### config.mk
export PLATFORM = sky130hd
export DESIGN_NAME = pds_sequencer
export DESIGN_NICKNAME = d
export VERILOG_FILES = /design/src/logic/pds_pkg.sv /design/src/logic/pds_sequencer.sv
export SDC_FILE = /design/constraint.sdc
export NUM_CORES = 1
export LEC_CHECK = 0
export BUFFER_PORTS_ARGS = -buffer_cell sky130_fd_sc_hd__buf_2
export CORE_ASPECT_RATIO = 0.8
export CORE_MARGIN = 1
export CORE_UTILIZATION = 59
export CTS_BUF_LIST = sky130_fd_sc_hd__clkbuf_4
export DETAILED_ROUTE_END_ITERATION = 6
export HOLD_SLACK_MARGIN = 0.02
export PLACE_DENSITY = 0.95
export SLEW_MARGIN = 20
export SYNTH_ARGS = -nofsm -noshare
export SYNTH_HDL_FRONTEND = slang
export SYNTH_SLANG_ARGS = --single-unit
export TNS_END_PERCENT = 100
### constraint.sdc
create_clock -name clk_sys_i -period 6.3 [get_ports clk_sys_i]
set_input_delay 1.26 -clock clk_sys_i [delete_from_list [all_inputs] [get_ports clk_sys_i]]
set_output_delay 1.26 -clock clk_sys_i [all_outputs]
set_load 0.02 [all_outputs]
### src/logic/pds_pkg.sv
// Purpose: constants for the power down sequencer
// Assumes: 40 MHz system clock, Avalon-MM register access
// Notes: offsets are word-aligned byte addresses
package pds_pkg;
  // ==========================================
  // register map
  localparam logic [3:0] PDS_OFF_PCTRL = 4'h0;  // power_control_reg
  localparam logic [3:0] PDS_OFF_STAT = 4'h4;
  localparam logic [3:0] PDS_OFF_IRQ = 4'h8;
  localparam logic [3:0] PDS_OFF_MASK = 4'hC;
  localparam logic [7:0] PDS_SFR_ADDR = 8'h87;  // sfr location of power_control_reg
  // ==========================================
  // power_control_reg fields
  localparam int PDS_BIT_ENABLE = 1;
  localparam int PDS_BIT_START = 0;
  // status fields
  localparam int PDS_ST_SWPD = 0;
  localparam int PDS_ST_HW_POWERDOWN_N = 1;
  localparam int PDS_ST_RESET = 2;
  localparam int PDS_ST_OSCOFF = 3;
  localparam int PDS_ST_FLOAT = 4;
  localparam int PDS_ST_OWD = 5;
  localparam int PDS_ST_WDRUN = 6;
  localparam int PDS_ST_WDSTAT = 7;
  // event fields
  localparam int PDS_EV_SWPD = 0;
  localparam int PDS_EV_HW_POWERDOWN_N = 1;
  localparam int PDS_EV_WAKE = 2;
  localparam int PDS_EV_W = 3;
  // ==========================================
  // timing
  localparam int PDS_CLK_HZ = 40000000;
  localparam int PDS_MC_CLKS = 12;  // clocks per machine cycle
  localparam int PDS_RST_MC = 2;  // machine cycles of internal reset
  localparam int PDS_RC_START_US = 2000;  // rc oscillator start time
  localparam int PDS_RC_START_CLKS = (PDS_CLK_HZ / 1000000) * PDS_RC_START_US;
  // ==========================================
  // sequencer states
  typedef enum logic [2:0] {
    PDS_RUN,
    PDS_HW_RESET,
    PDS_HW_DOWN,
    PDS_RC_WAIT,
    PDS_OSC_WAIT,
    PDS_SW_DOWN
  } pds_state_t;
endpackage : pds_pkg

### src/logic/pds_sequencer.sv
// Purpose: software and pin initiated power down sequencer
// Assumes: board may assert reset during hardware power down to end it
// Notes: pins sampled through two flops; machine cycle is a tick divider
`timescale 1ns/1ps
`default_nettype none
// Operation
// - enable then start, back to back only
// - both flags self-clear after being set
// - start write is last; exit by reset
// - pin low forces hardware power down; code acts on it only from run state, not in software power down
// - sample pin per machine cycle, reset
// - stop watchdog, clear its status flag
// - after reset, stop oscillators, float pins
// - stay down while pin low
// - pin high: pins leave float first
// - then enable both oscillators, rc starts
// - hold reset until main oscillator runs
// - release reset, set oscillator status flag
// - auto watchdog start when powersave pin high
// - reset pin ends hardware power down
// - powersave pin high blocks software sequence
// - flags live in power control register
module pds_sequencer #(
  parameter int RC_START_CLKS = pds_pkg::PDS_RC_START_CLKS
) (
  input wire logic clk_sys_i,
  input wire logic srst_i,
  input wire logic [3:0] avs_address_i,
  input wire logic avs_read_i,
  input wire logic avs_write_i,
  input wire logic [31:0] avs_writedata_i,
  input wire logic [3:0] avs_byteenable_i,
  output logic [31:0] avs_readdata_o,
  output logic avs_waitrequest_o,
  input wire logic hw_powerdown_n_i,
  input wire logic powersave_allow_wdog_auto_i,
  input wire logic ext_reset_i,
  input wire logic main_osc_ok_i,
  output logic core_reset_o,
  output logic osc_enable_o,
  output logic pins_float_o,
  output logic wdog_run_o,
  output logic wdog_reset_status_o,
  output logic owd_status_o,
  output logic swpd_o,
  output logic irq_o
);
  import pds_pkg::*;

  // ==========================================
  // input synchronisers
  logic [1:0] hw_powerdown_n_sync_reg;
  logic [1:0] pse_sync_reg;
  logic [1:0] xrst_sync_reg;
  logic [1:0] osc_sync_reg;
  // two flops per pin, first stage read only by second
  always_ff @(posedge clk_sys_i)
  begin
    if (srst_i)
    begin
      hw_powerdown_n_sync_reg <= 2'h3;
      pse_sync_reg <= 2'h3;
      xrst_sync_reg <= 2'h0;
      osc_sync_reg <= 2'h0;
    end
    else
    begin
      hw_powerdown_n_sync_reg <= {hw_powerdown_n_sync_reg[0], hw_powerdown_n_i};
      pse_sync_reg <= {pse_sync_reg[0], powersave_allow_wdog_auto_i};
      xrst_sync_reg <= {xrst_sync_reg[0], ext_reset_i};
      osc_sync_reg <= {osc_sync_reg[0], main_osc_ok_i};
    end
  end
  wire logic hw_powerdown_n_n = hw_powerdown_n_sync_reg[1];
  wire logic pse = pse_sync_reg[1];
  wire logic xrst = xrst_sync_reg[1];
  wire logic osc_ok = osc_sync_reg[1];

  // ==========================================
  // machine cycle tick
  logic [3:0] mc_cnt_reg;
  logic mc_tick;
  always_ff @(posedge clk_sys_i)
  begin
    if (srst_i || mc_tick)
      mc_cnt_reg <= 4'h0;
    else
      mc_cnt_reg <= mc_cnt_reg + 4'h1;
  end
  assign mc_tick = (mc_cnt_reg == 4'(PDS_MC_CLKS - 1));

  // ==========================================
  // sequencer
  pds_state_t state_reg;
  logic [31:0] cnt_reg;
  logic en_armed_reg;
  logic pd_enable_flag_reg;
  logic pd_start_flag_reg;
  logic wr_pctrl;
  logic sw_go;
  assign wr_pctrl = avs_write_i && !avs_waitrequest_o && avs_address_i == PDS_OFF_PCTRL
                    && avs_byteenable_i[0];
  // enable armed only directly before the start write
  assign sw_go = wr_pctrl && avs_writedata_i[PDS_BIT_START] && en_armed_reg
                 && !pse && state_reg == PDS_RUN;

  // remembers that the previous bus write was to pctrl and set enable only
  always_ff @(posedge clk_sys_i)
  begin
    if (srst_i)
      en_armed_reg <= 1'b0;
    else if (avs_write_i && !avs_waitrequest_o)
      en_armed_reg <= wr_pctrl && avs_writedata_i[PDS_BIT_ENABLE]
                      && !avs_writedata_i[PDS_BIT_START];
  end

  // flags show for one cycle then clear themselves
  always_ff @(posedge clk_sys_i)
  begin
    if (srst_i)
    begin
      pd_enable_flag_reg <= 1'b0;
      pd_start_flag_reg <= 1'b0;
    end
    else
    begin
      pd_enable_flag_reg <= wr_pctrl && avs_writedata_i[PDS_BIT_ENABLE];
      pd_start_flag_reg <= wr_pctrl && avs_writedata_i[PDS_BIT_START];
    end
  end

  logic ev_swpd;
  logic ev_hw_powerdown_n;
  logic ev_wake;
  // main power sequence
  always_ff @(posedge clk_sys_i)
  begin
    if (srst_i)
    begin
      state_reg <= PDS_RUN;
      cnt_reg <= 32'h0;
    end
    else if (xrst && state_reg != PDS_RUN)
    begin
      state_reg <= PDS_RUN;
      cnt_reg <= 32'h0;
    end
    else
    begin
      unique case (state_reg)
        PDS_RUN:
        begin
          cnt_reg <= 32'h0;
          if (mc_tick && !hw_powerdown_n_n)
            state_reg <= PDS_HW_RESET;
          else if (sw_go)
            state_reg <= PDS_SW_DOWN;
        end
        PDS_HW_RESET:
        begin
          if (mc_tick)
            cnt_reg <= cnt_reg + 32'h1;
          if (mc_tick && cnt_reg == 32'(PDS_RST_MC - 1))
            state_reg <= PDS_HW_DOWN;
        end
        PDS_HW_DOWN:
        begin
          cnt_reg <= 32'h0;
          if (mc_tick && hw_powerdown_n_n)
            state_reg <= PDS_RC_WAIT;
        end
        PDS_RC_WAIT:
        begin
          cnt_reg <= cnt_reg + 32'h1;
          if (cnt_reg == 32'(RC_START_CLKS - 1))
            state_reg <= PDS_OSC_WAIT;
        end
        PDS_OSC_WAIT:
        begin
          cnt_reg <= 32'h0;
          if (osc_ok)
            state_reg <= PDS_RUN;
        end
        PDS_SW_DOWN:
          cnt_reg <= 32'h0;
        default:
          state_reg <= PDS_RUN;
      endcase
    end
  end
  assign ev_swpd = sw_go;
  assign ev_hw_powerdown_n = state_reg == PDS_RUN && mc_tick && !hw_powerdown_n_n;
  assign ev_wake = state_reg == PDS_OSC_WAIT && osc_ok && !xrst;

  // ==========================================
  // outputs from flops
  always_ff @(posedge clk_sys_i)
  begin
    if (srst_i)
    begin
      core_reset_o <= 1'b1;
      osc_enable_o <= 1'b1;
      pins_float_o <= 1'b0;
      swpd_o <= 1'b0;
    end
    else
    begin
      core_reset_o <= state_reg inside {PDS_HW_RESET, PDS_HW_DOWN, PDS_RC_WAIT, PDS_OSC_WAIT}
                      && !ev_wake;
      osc_enable_o <= !(state_reg inside {PDS_HW_DOWN, PDS_SW_DOWN});
      pins_float_o <= state_reg == PDS_HW_DOWN && !(mc_tick && hw_powerdown_n_n);
      swpd_o <= state_reg == PDS_SW_DOWN && !xrst;
    end
  end

  // watchdog control and oscillator watchdog status
  always_ff @(posedge clk_sys_i)
  begin
    if (srst_i)
    begin
      wdog_run_o <= 1'b0;
      wdog_reset_status_o <= 1'b0;
      owd_status_o <= 1'b0;
    end
    else if (ev_hw_powerdown_n)
    begin
      wdog_run_o <= 1'b0;
      wdog_reset_status_o <= 1'b0;
      owd_status_o <= 1'b0;
    end
    else if (ev_wake)
    begin
      owd_status_o <= 1'b1;
      wdog_run_o <= pse;
    end
  end

  // ==========================================
  // interrupts and register bus
  logic [PDS_EV_W-1:0] irq_stat_reg;
  logic [PDS_EV_W-1:0] irq_mask_reg;
  logic [PDS_EV_W-1:0] ev_vec;
  assign ev_vec = {ev_wake, ev_hw_powerdown_n, ev_swpd};
  // sticky status, write one to clear, set wins
  always_ff @(posedge clk_sys_i)
  begin
    if (srst_i)
      irq_stat_reg <= '0;
    else if (avs_write_i && !avs_waitrequest_o && avs_address_i == PDS_OFF_IRQ)
      irq_stat_reg <= (irq_stat_reg & ~avs_writedata_i[PDS_EV_W-1:0]) | ev_vec;
    else
      irq_stat_reg <= irq_stat_reg | ev_vec;
  end
  // mask register write
  always_ff @(posedge clk_sys_i)
  begin
    if (srst_i)
      irq_mask_reg <= '0;
    else if (avs_write_i && !avs_waitrequest_o && avs_address_i == PDS_OFF_MASK)
      irq_mask_reg <= avs_writedata_i[PDS_EV_W-1:0];
  end
  // level interrupt
  always_ff @(posedge clk_sys_i)
  begin
    if (srst_i)
      irq_o <= 1'b0;
    else
      irq_o <= |((irq_stat_reg | ev_vec) & irq_mask_reg);
  end

  // one wait cycle, answer on the second edge
  always_ff @(posedge clk_sys_i)
  begin
    if (srst_i)
      avs_waitrequest_o <= 1'b1;
    else
      avs_waitrequest_o <= !((avs_read_i || avs_write_i) && avs_waitrequest_o);
  end

  // read data registered with the answer
  always_ff @(posedge clk_sys_i)
  begin
    if (srst_i)
      avs_readdata_o <= 32'h0;
    else if (avs_read_i && avs_waitrequest_o)
    begin
      unique case (avs_address_i)
        PDS_OFF_PCTRL:
          avs_readdata_o <= {30'h0, pd_enable_flag_reg, pd_start_flag_reg};
        PDS_OFF_STAT:
          avs_readdata_o <= {24'h0, wdog_reset_status_o, wdog_run_o, owd_status_o, pins_float_o,
                             !osc_enable_o, core_reset_o, state_reg != PDS_RUN
                             && state_reg != PDS_SW_DOWN, swpd_o};
        PDS_OFF_IRQ:
          avs_readdata_o <= {29'h0, irq_stat_reg};
        PDS_OFF_MASK:
          avs_readdata_o <= {29'h0, irq_mask_reg};
        default:
          avs_readdata_o <= 32'h0;
      endcase
    end
  end

  // ==========================================
  // checks
  AST_SEQ_ONLY: assert property (@(posedge clk_sys_i) disable iff (srst_i)
    (state_reg == PDS_RUN && $past(state_reg) == PDS_RUN) ##1 state_reg == PDS_SW_DOWN
      |-> $past(en_armed_reg) && !$past(pse))
    else $error("software power down without armed enable");
  AST_FLAG_CLEAR: assert property (@(posedge clk_sys_i) disable iff (srst_i)
    pd_start_flag_reg && !wr_pctrl |=> !pd_start_flag_reg)
    else $error("start flag did not clear");
  AST_SW_STAYS: assert property (@(posedge clk_sys_i) disable iff (srst_i)
    state_reg == PDS_SW_DOWN && !xrst |=> state_reg == PDS_SW_DOWN)
    else $error("left software power down without reset");
  AST_HW_ENTRY: assert property (@(posedge clk_sys_i) disable iff (srst_i)
    state_reg == PDS_RUN && mc_tick && !hw_powerdown_n_n && !xrst |=> state_reg == PDS_HW_RESET ##1 core_reset_o)
    else $error("pin low did not start internal reset");
  AST_WDOG_STOP: assert property (@(posedge clk_sys_i) disable iff (srst_i)
    ev_hw_powerdown_n |=> !wdog_run_o && !wdog_reset_status_o)
    else $error("watchdog not stopped on power down");
  AST_FLOAT_OSC: assert property (@(posedge clk_sys_i) disable iff (srst_i)
    pins_float_o |-> !osc_enable_o || $past(state_reg) == PDS_HW_RESET)
    else $error("pins float while oscillator on");
  AST_HOLD_DOWN: assert property (@(posedge clk_sys_i) disable iff (srst_i)
    state_reg == PDS_HW_DOWN && !hw_powerdown_n_n && !xrst |=> state_reg == PDS_HW_DOWN)
    else $error("left hardware power down while pin low");
  AST_OWD_HOLD: assert property (@(posedge clk_sys_i) disable iff (srst_i)
    state_reg == PDS_OSC_WAIT && !osc_ok |=> core_reset_o)
    else $error("reset released before oscillator ran");
  AST_WAKE_FLAG: assert property (@(posedge clk_sys_i) disable iff (srst_i)
    ev_wake |=> owd_status_o && !core_reset_o && wdog_run_o == $past(pse))
    else $error("wake did not set status or watchdog start");
  AST_RST_OVR: assert property (@(posedge clk_sys_i) disable iff (srst_i)
    xrst && state_reg == PDS_HW_DOWN |=> state_reg == PDS_RUN)
    else $error("reset pin did not end power down");
  AST_FLOAT_FIRST: assert property (@(posedge clk_sys_i) disable iff (srst_i)
    state_reg == PDS_HW_DOWN && mc_tick && hw_powerdown_n_n && !xrst |=> !pins_float_o && !osc_enable_o ##1 osc_enable_o)
    else $error("oscillators enabled before pins left float");
  AST_BUS_ANSWER: assert property (@(posedge clk_sys_i) disable iff (srst_i)
    (avs_read_i || avs_write_i) && avs_waitrequest_o |=> !avs_waitrequest_o)
    else $error("bus request not answered after one wait cycle");
endmodule : pds_sequencer
`default_nettype wire

==> results.toml, run 1 <==
[clock_tree]
cts_sinks = 71
cts_hold_buf = 0
cts_buffer_depth = 2
numCtsBuffers = 9
root_buffer = "clkbuf_4"
clk_pin_slew_ns = 0.12
cts_tree = "yes"
cts_resized = 0
cts_setup_buffers = 0
h-tree-depth = 3
clk-insertion-delay-late_ns = 0.43

[finish]
largest_register_ffs = 32
antenna_cells = 0
fin_cells = 514
area_growth_pct = 6.88
nets = 482
fin_util_pct = 66.5
drive_above_1_share_pct = 12.6

[worst_setup_path]
path_class = "in -> reg"
worstPathArrival_ns = 3.17
r2r-start = "state_reg[2]"
cp-endpoint = "cnt_reg[28]"
r2r_setup_slack_ns = 3.67
r2r-end = "cnt_reg[28]"
crit_required_ns = 6.68
cp_max_fo = 33
startpoint = "srst_i"
cp-end-kind = "register"
r2r_cells = 5
start_kind = "primary input"

[place]
gp_congestion = 0.868
place_hpwl_um = 4960
place_inst = 498
io_buffers = 30

[synth]
async_flop_share_pct = 0
ys_ff_latch = 71
ys.flop_type = "dfxtp_1"
synth_cell_types = 53
synth_top_cell_by_area = "dfxtp_1"
synth_warnings = 0
netlist_instances = 410
netlist.area_leader.share_pct = 41.1
synth-edff-count = 0
avgSynthCellArea_um2 = 8.43
synth_area_um2 = 3460
ys_top_cells_by_area = "dfxtp_1 (41%), buf_4 (5.9%), nor2_1 (4.8%), xnor2_1 (4.3%), nand2_1 (3.1%)"
yosysSeqAreaShare_pct = 41.1

[routing]
drt_iter0_drc = 227
routed_wl_um = 7030
vias = 3050
vias_per_cell = 5.93
route.detailed.drc = 0
drtPass1Iterations = 5
postRouteAntennaNets = 0
wl_per_cell_um = 13.7

[floorplanning]
start_util_pct = 62.2
io_pins = 89
die_height_um = 70.5
coreArea_um2 = 5560
die_area_um2 = 6170
rows = 24
die_w_um = 87.6

[power_and_ir_drop]
p_leak_nw = 1.34
ir_drop_v = 0.000141
pwr_density_cell_nw_per_um2 = 252

[hold_path]
hp-class = "reg -> reg"

[timing]
finalCriticalPeriod_ns = 2.79
max_freq_mhz = 359
finalHoldViolations = 0
relSlewSlack_pct = 34.3
report.final.slew_viol_count = 0
skew_ns = 0.0146
holdWs_ns = 0.420
rsz0062_at_grt = "false"
tns_ns = 0
fin_crit_sh_pct = 44.3
setup_viol = 0
worstMarginPinSlew_ns = 0.983

[status]
status = "finished, final reports clean"

[global_route]
gr-usage-all-layers_pct = 24.6
grt_pass1_vias = 2633
antenna_found_initial = 0
grt_pass1_wl_um = 11800
grt-ovfl-total = 0
grt_start_max_net_pins = 34

[job]
maxCapViolCount = 0
==> cells in the mapped netlist, types with 4 or more instances <==
| library cell | n |
|---|---|
| a21oi_1 | 19 |
| a22oi_1 | 6 |
| and3_1 | 6 |
| buf_2 | 5 |
| buf_4 | 27 |
| clkbuf_1 | 13 |
| dfxtp_1 | 71 |
| inv_1 | 15 |
| mux2i_1 | 7 |
| nand2_1 | 29 |
| nand3_1 | 11 |
| nand4_1 | 6 |
| nor2_1 | 44 |
| nor2b_1 | 7 |
| nor3_1 | 15 |
| nor4_1 | 16 |
| o211ai_1 | 9 |
| o21ai_0 | 21 |
| or2_2 | 4 |
| or3_1 | 15 |
| xnor2_1 | 17 |
==> placed cells by master, fill, tap and decap left out, types with 6 or more instances in the layout <==
| cell type | count |
|---|---|
| nand2_1 | 29 |
| clkbuf_4 | 9 |
| dfxtp_1 | 71 |
| o21ai_0 | 21 |
| a22oi_1 | 6 |
| nand4_1 | 6 |
| buf_2 | 30 |
| nand3_1 | 11 |
| nor4_1 | 16 |
| nor2_1 | 44 |
| xnor2_1 | 17 |
| inv_1 | 15 |
| a21oi_1 | 19 |
| nor2b_1 | 7 |
| mux2i_1 | 7 |
| and3_1 | 6 |
| nor3_1 | 15 |
| or3_1 | 15 |
| o211ai_1 | 9 |
| conb_1 | 26 |
==> worst min-delay path by stage <==
stage                               startpoint  cells past startpoint                    endpoint
global route        hw_powerdown_n_sync_reg[0]                      1  hw_powerdown_n_sync_reg[1]
floorplan           hw_powerdown_n_sync_reg[0]                      1  hw_powerdown_n_sync_reg[1]
CTS                 hw_powerdown_n_sync_reg[0]                      1  hw_powerdown_n_sync_reg[1]
finish              hw_powerdown_n_sync_reg[0]                      1  hw_powerdown_n_sync_reg[1]
detailed placement  hw_powerdown_n_sync_reg[0]                      1  hw_powerdown_n_sync_reg[1]
global placement    hw_powerdown_n_sync_reg[0]                      1  hw_powerdown_n_sync_reg[1]
==> cells by family after synthesis <==
family,share of synthesized area [%]
AO/OA/AOI/OAI,13.0
flip-flops,41.1
adder cells (fa/ha/maj),1.09
XOR/XNOR,5.07
multiplexers,3.01
AND/OR/NAND/NOR,27.0
buffers and inverters,9.63
other,0.109
==> worst max-delay path: stages <==
cell and delay [ns]:
buf_2 0.28, nor2_1 0.22, nand2_1 0.59, or4_1 0.72, nand2_1 0.08
==> report_power, final <==
| part | leakage, nW | internal [mW] | total, mW | switching, mW |
|---|---|---|---|---|
| Clock | 0.0886 | 0.166 | 0.337 | 0.171 |
| Combinational | 0.680 | 0.0377 | 0.113 | 0.0757 |
| Sequential | 0.575 | 0.462 | 0.482 | 0.0197 |
==> layer usage <==
metal	routed length (um)	global-route usage (%)
met1	3150	32.6
met4	167	10.4
met5	0	0
met3	441	5.67
met2	3270	38.4
==> through the flow <==
step / power (mW) / setup slack, ns / instance area, um^2
after floorplan: 0.588 / 3.56 / 3550
after global placement: 0.596 / 3.09 / 3520
after detailed placement: 0.601 / 3.07 / 3520
after CTS: 0.934 / 3.50 / 3690
after global routing: 0.968 / 3.28 / 3690
final: 0.932 / 3.51 / 3690
==> cell type report <==
class	instances	area, um^2
multi-input combinational	304	1800
clock buffer	9	67.6
timing repair buffer	30	150
clock inverter	7	105
tap	78	97.6
sequential	71	1420
inverter	15	56.3
fill	434	1860
Note: power is estimated with default switching activity, not from simulation.
==> run 2, diff against run 1 <==
Settings changed: CORE_UTILIZATION 59 to 55, PLACE_DENSITY 0.95 to 0.9.
Clock period 6.3 ns to 2.7 ns, I/O delays scaled along.
==> results.toml, run 2 (same netlist as run 1, synthesis figures left out) <==
[status]
status = "finished, final reports clean"

[clock_tree]
clk_pin_slew_ns = 0.12
cts_setup_buffers = 0
cts_resized = 0
numCtsBuffers = 9
h-tree-depth = 3
cts_buffer_depth = 2
cts_tree = "yes"
clk-insertion-delay-late_ns = 0.42
root_buffer = "clkbuf_4"
cts_hold_buf = 0
cts_sinks = 71

[finish]
nets = 492
area_growth_pct = 8.36
antenna_cells = 0
drive_above_1_share_pct = 14.6
fin_cells = 527
layout_commonest_cell = "dfxtp_1"
mostFrequentLayoutCells = "dfxtp_1 (71), nor2_1 (44), buf_2 (30)"
largest_register_ffs = 32

[timing]
finalHoldViolations = 0
relSlewSlack_pct = 56.3
finalCriticalPeriod_ns = 2.15
worstMarginPinSlew_ns = 0.653
fin_crit_sh_pct = 79.5
report.final.slew_viol_count = 0
rsz0062_at_grt = "false"
max_freq_mhz = 466
tns_ns = 0
setup_viol = 0
skew_ns = 0.0136

[worst_setup_path]
critPathMaxStageDelay_ns = 0.46
worstPathCellList = "ha_1 -> and3b_1 -> o2111ai_1 -> or3_1 -> or4_1 -> a21oi_1"
path_class = "reg -> reg"
slowest_stage = "or3_1"
cp-end-kind = "register"
crit_required_ns = 3.06
crit_family = "simple AND/OR/NAND/NOR gates"
start_kind = "register"
cp_max_fo = 7
worstPathArrival_ns = 2.50
path_buf_inv = 0

[power_and_ir_drop]
power_frac_clock_pct = 33.0
p_leak_nw = 1.38
seq_power_share_pct = 52.4
pwr_density_cell_nw_per_um2 = 560
p_sw_share_pct = 29.8
ir_drop_v = 0.000337
p_sw_mw = 0.626
p_int_mw = 1.47
combinationalPowerShare_pct = 14.5

[global_route]
grt-ovfl-total = 0
antenna_found_initial = 0
grt_start_max_net_pins = 30
grt_pass1_vias = 2530
grt_pass1_wl_um = 11400
gr-usage-all-layers_pct = 21.8

[floorplanning]
io_pins = 89
rows = 25
die_w_um = 90.6
die_area_um2 = 6610
start_util_pct = 57.8
die_height_um = 72.9
coreArea_um2 = 5970

[routing]
vias = 2964
postRouteAntennaNets = 0
wl_per_cell_um = 13.1
drt_iter0_drc = 160
routed_wl_um = 6920
drtPass1Iterations = 5
vias_per_cell = 5.62
route.detailed.drc = 0

[place]
gp_congestion = 0.866
place_hpwl_um = 5060
io_buffers = 30
place_inst = 511

[hold_path]
hp-class = "in -> reg"

[job]
maxCapViolCount = 0
[run 2: cell count changes in the layout (fill, tap and decap cells not counted), sizes merged]
cell | before | now
buf | 30 | 40
bufinv | 2 | 1
inv | 17 | 18
[run 2: per-layer routing]
layer / vias to the layer above / global-route usage [%] / wire length, um
li1: 1480 / - / -
met5: - / 0 / 0
met1: 1380 / 27.8 / 3240
met2: 90 / 35.4 / 3230
met3: 14 / 6.35 / 339
met4: 0 / 8.42 / 110
[run 2: power by group through the flow]
stage	clock network (mW)	registers (mW)	logic, mW
6_report	0.692	1.10	0.305
4_1_cts	0.709	1.10	0.299
2_1_floorplan	0	1.13	0.241
3_3_place_gp	0	1.12	0.288
3_5_place_dp	0	1.12	0.298
5_1_grt	0.759	1.10	0.329
[run 2: worst reg2reg max path: cells and delay by family (launching register included)]
kind                       cells  cell delay (ns)
AOI/OAI and AO/OA              2             0.34
and+or+nand+nor                3             1.14
adders and majority gates      1             0.24
DFF                            1             0.38
[run 2: per-stage QoR]
| stage | hold slack (ns) | cell area, um^2 | total power, mW | utilization [%] | setup slack, ns |
|---|---|---|---|---|---|
| detailed placement | 0.392 | 3600 | 1.42 | 60.3 | 0.334 |
| finish | 0.291 | 3740 | 2.10 | 62.7 | 0.552 |
| floorplan | 0.389 | 3550 | 1.37 | - | 0.679 |
| global placement | 0.391 | 3600 | 1.41 | 60.3 | 0.376 |
| global route | 0.256 | 3740 | 2.19 | 62.7 | 0.405 |
| CTS | 0.263 | 3740 | 2.11 | 62.7 | 0.575 |
[run 2: final cells by class]
| type | instances | area [um^2] |
|---|---|---|
| multi-input combinational | 304 | 1800 |
| tap | 81 | 101 |
| timing repair buffer | 40 | 225 |
| clock buffer | 9 | 67.6 |
| inverter | 15 | 56.3 |
| fill | 505 | 2230 |
| clock inverter | 7 | 77.6 |
| sequential | 71 | 1420 |
[run 2: worst paths after layout]
kind | from | end | slack [ns] | depth (start not counted)
min reg2reg | hw_powerdown_n_sync_reg[0] | hw_powerdown_n_sync_reg[1] | 0.42 | 1
max | mc_cnt_reg[0] | cnt_reg[27] | 0.55 | 6
max reg2reg | mc_cnt_reg[0] | cnt_reg[27] | 0.55 | 6
min | hw_powerdown_n_i | hw_powerdown_n_sync_reg[0] | 0.29 | 2
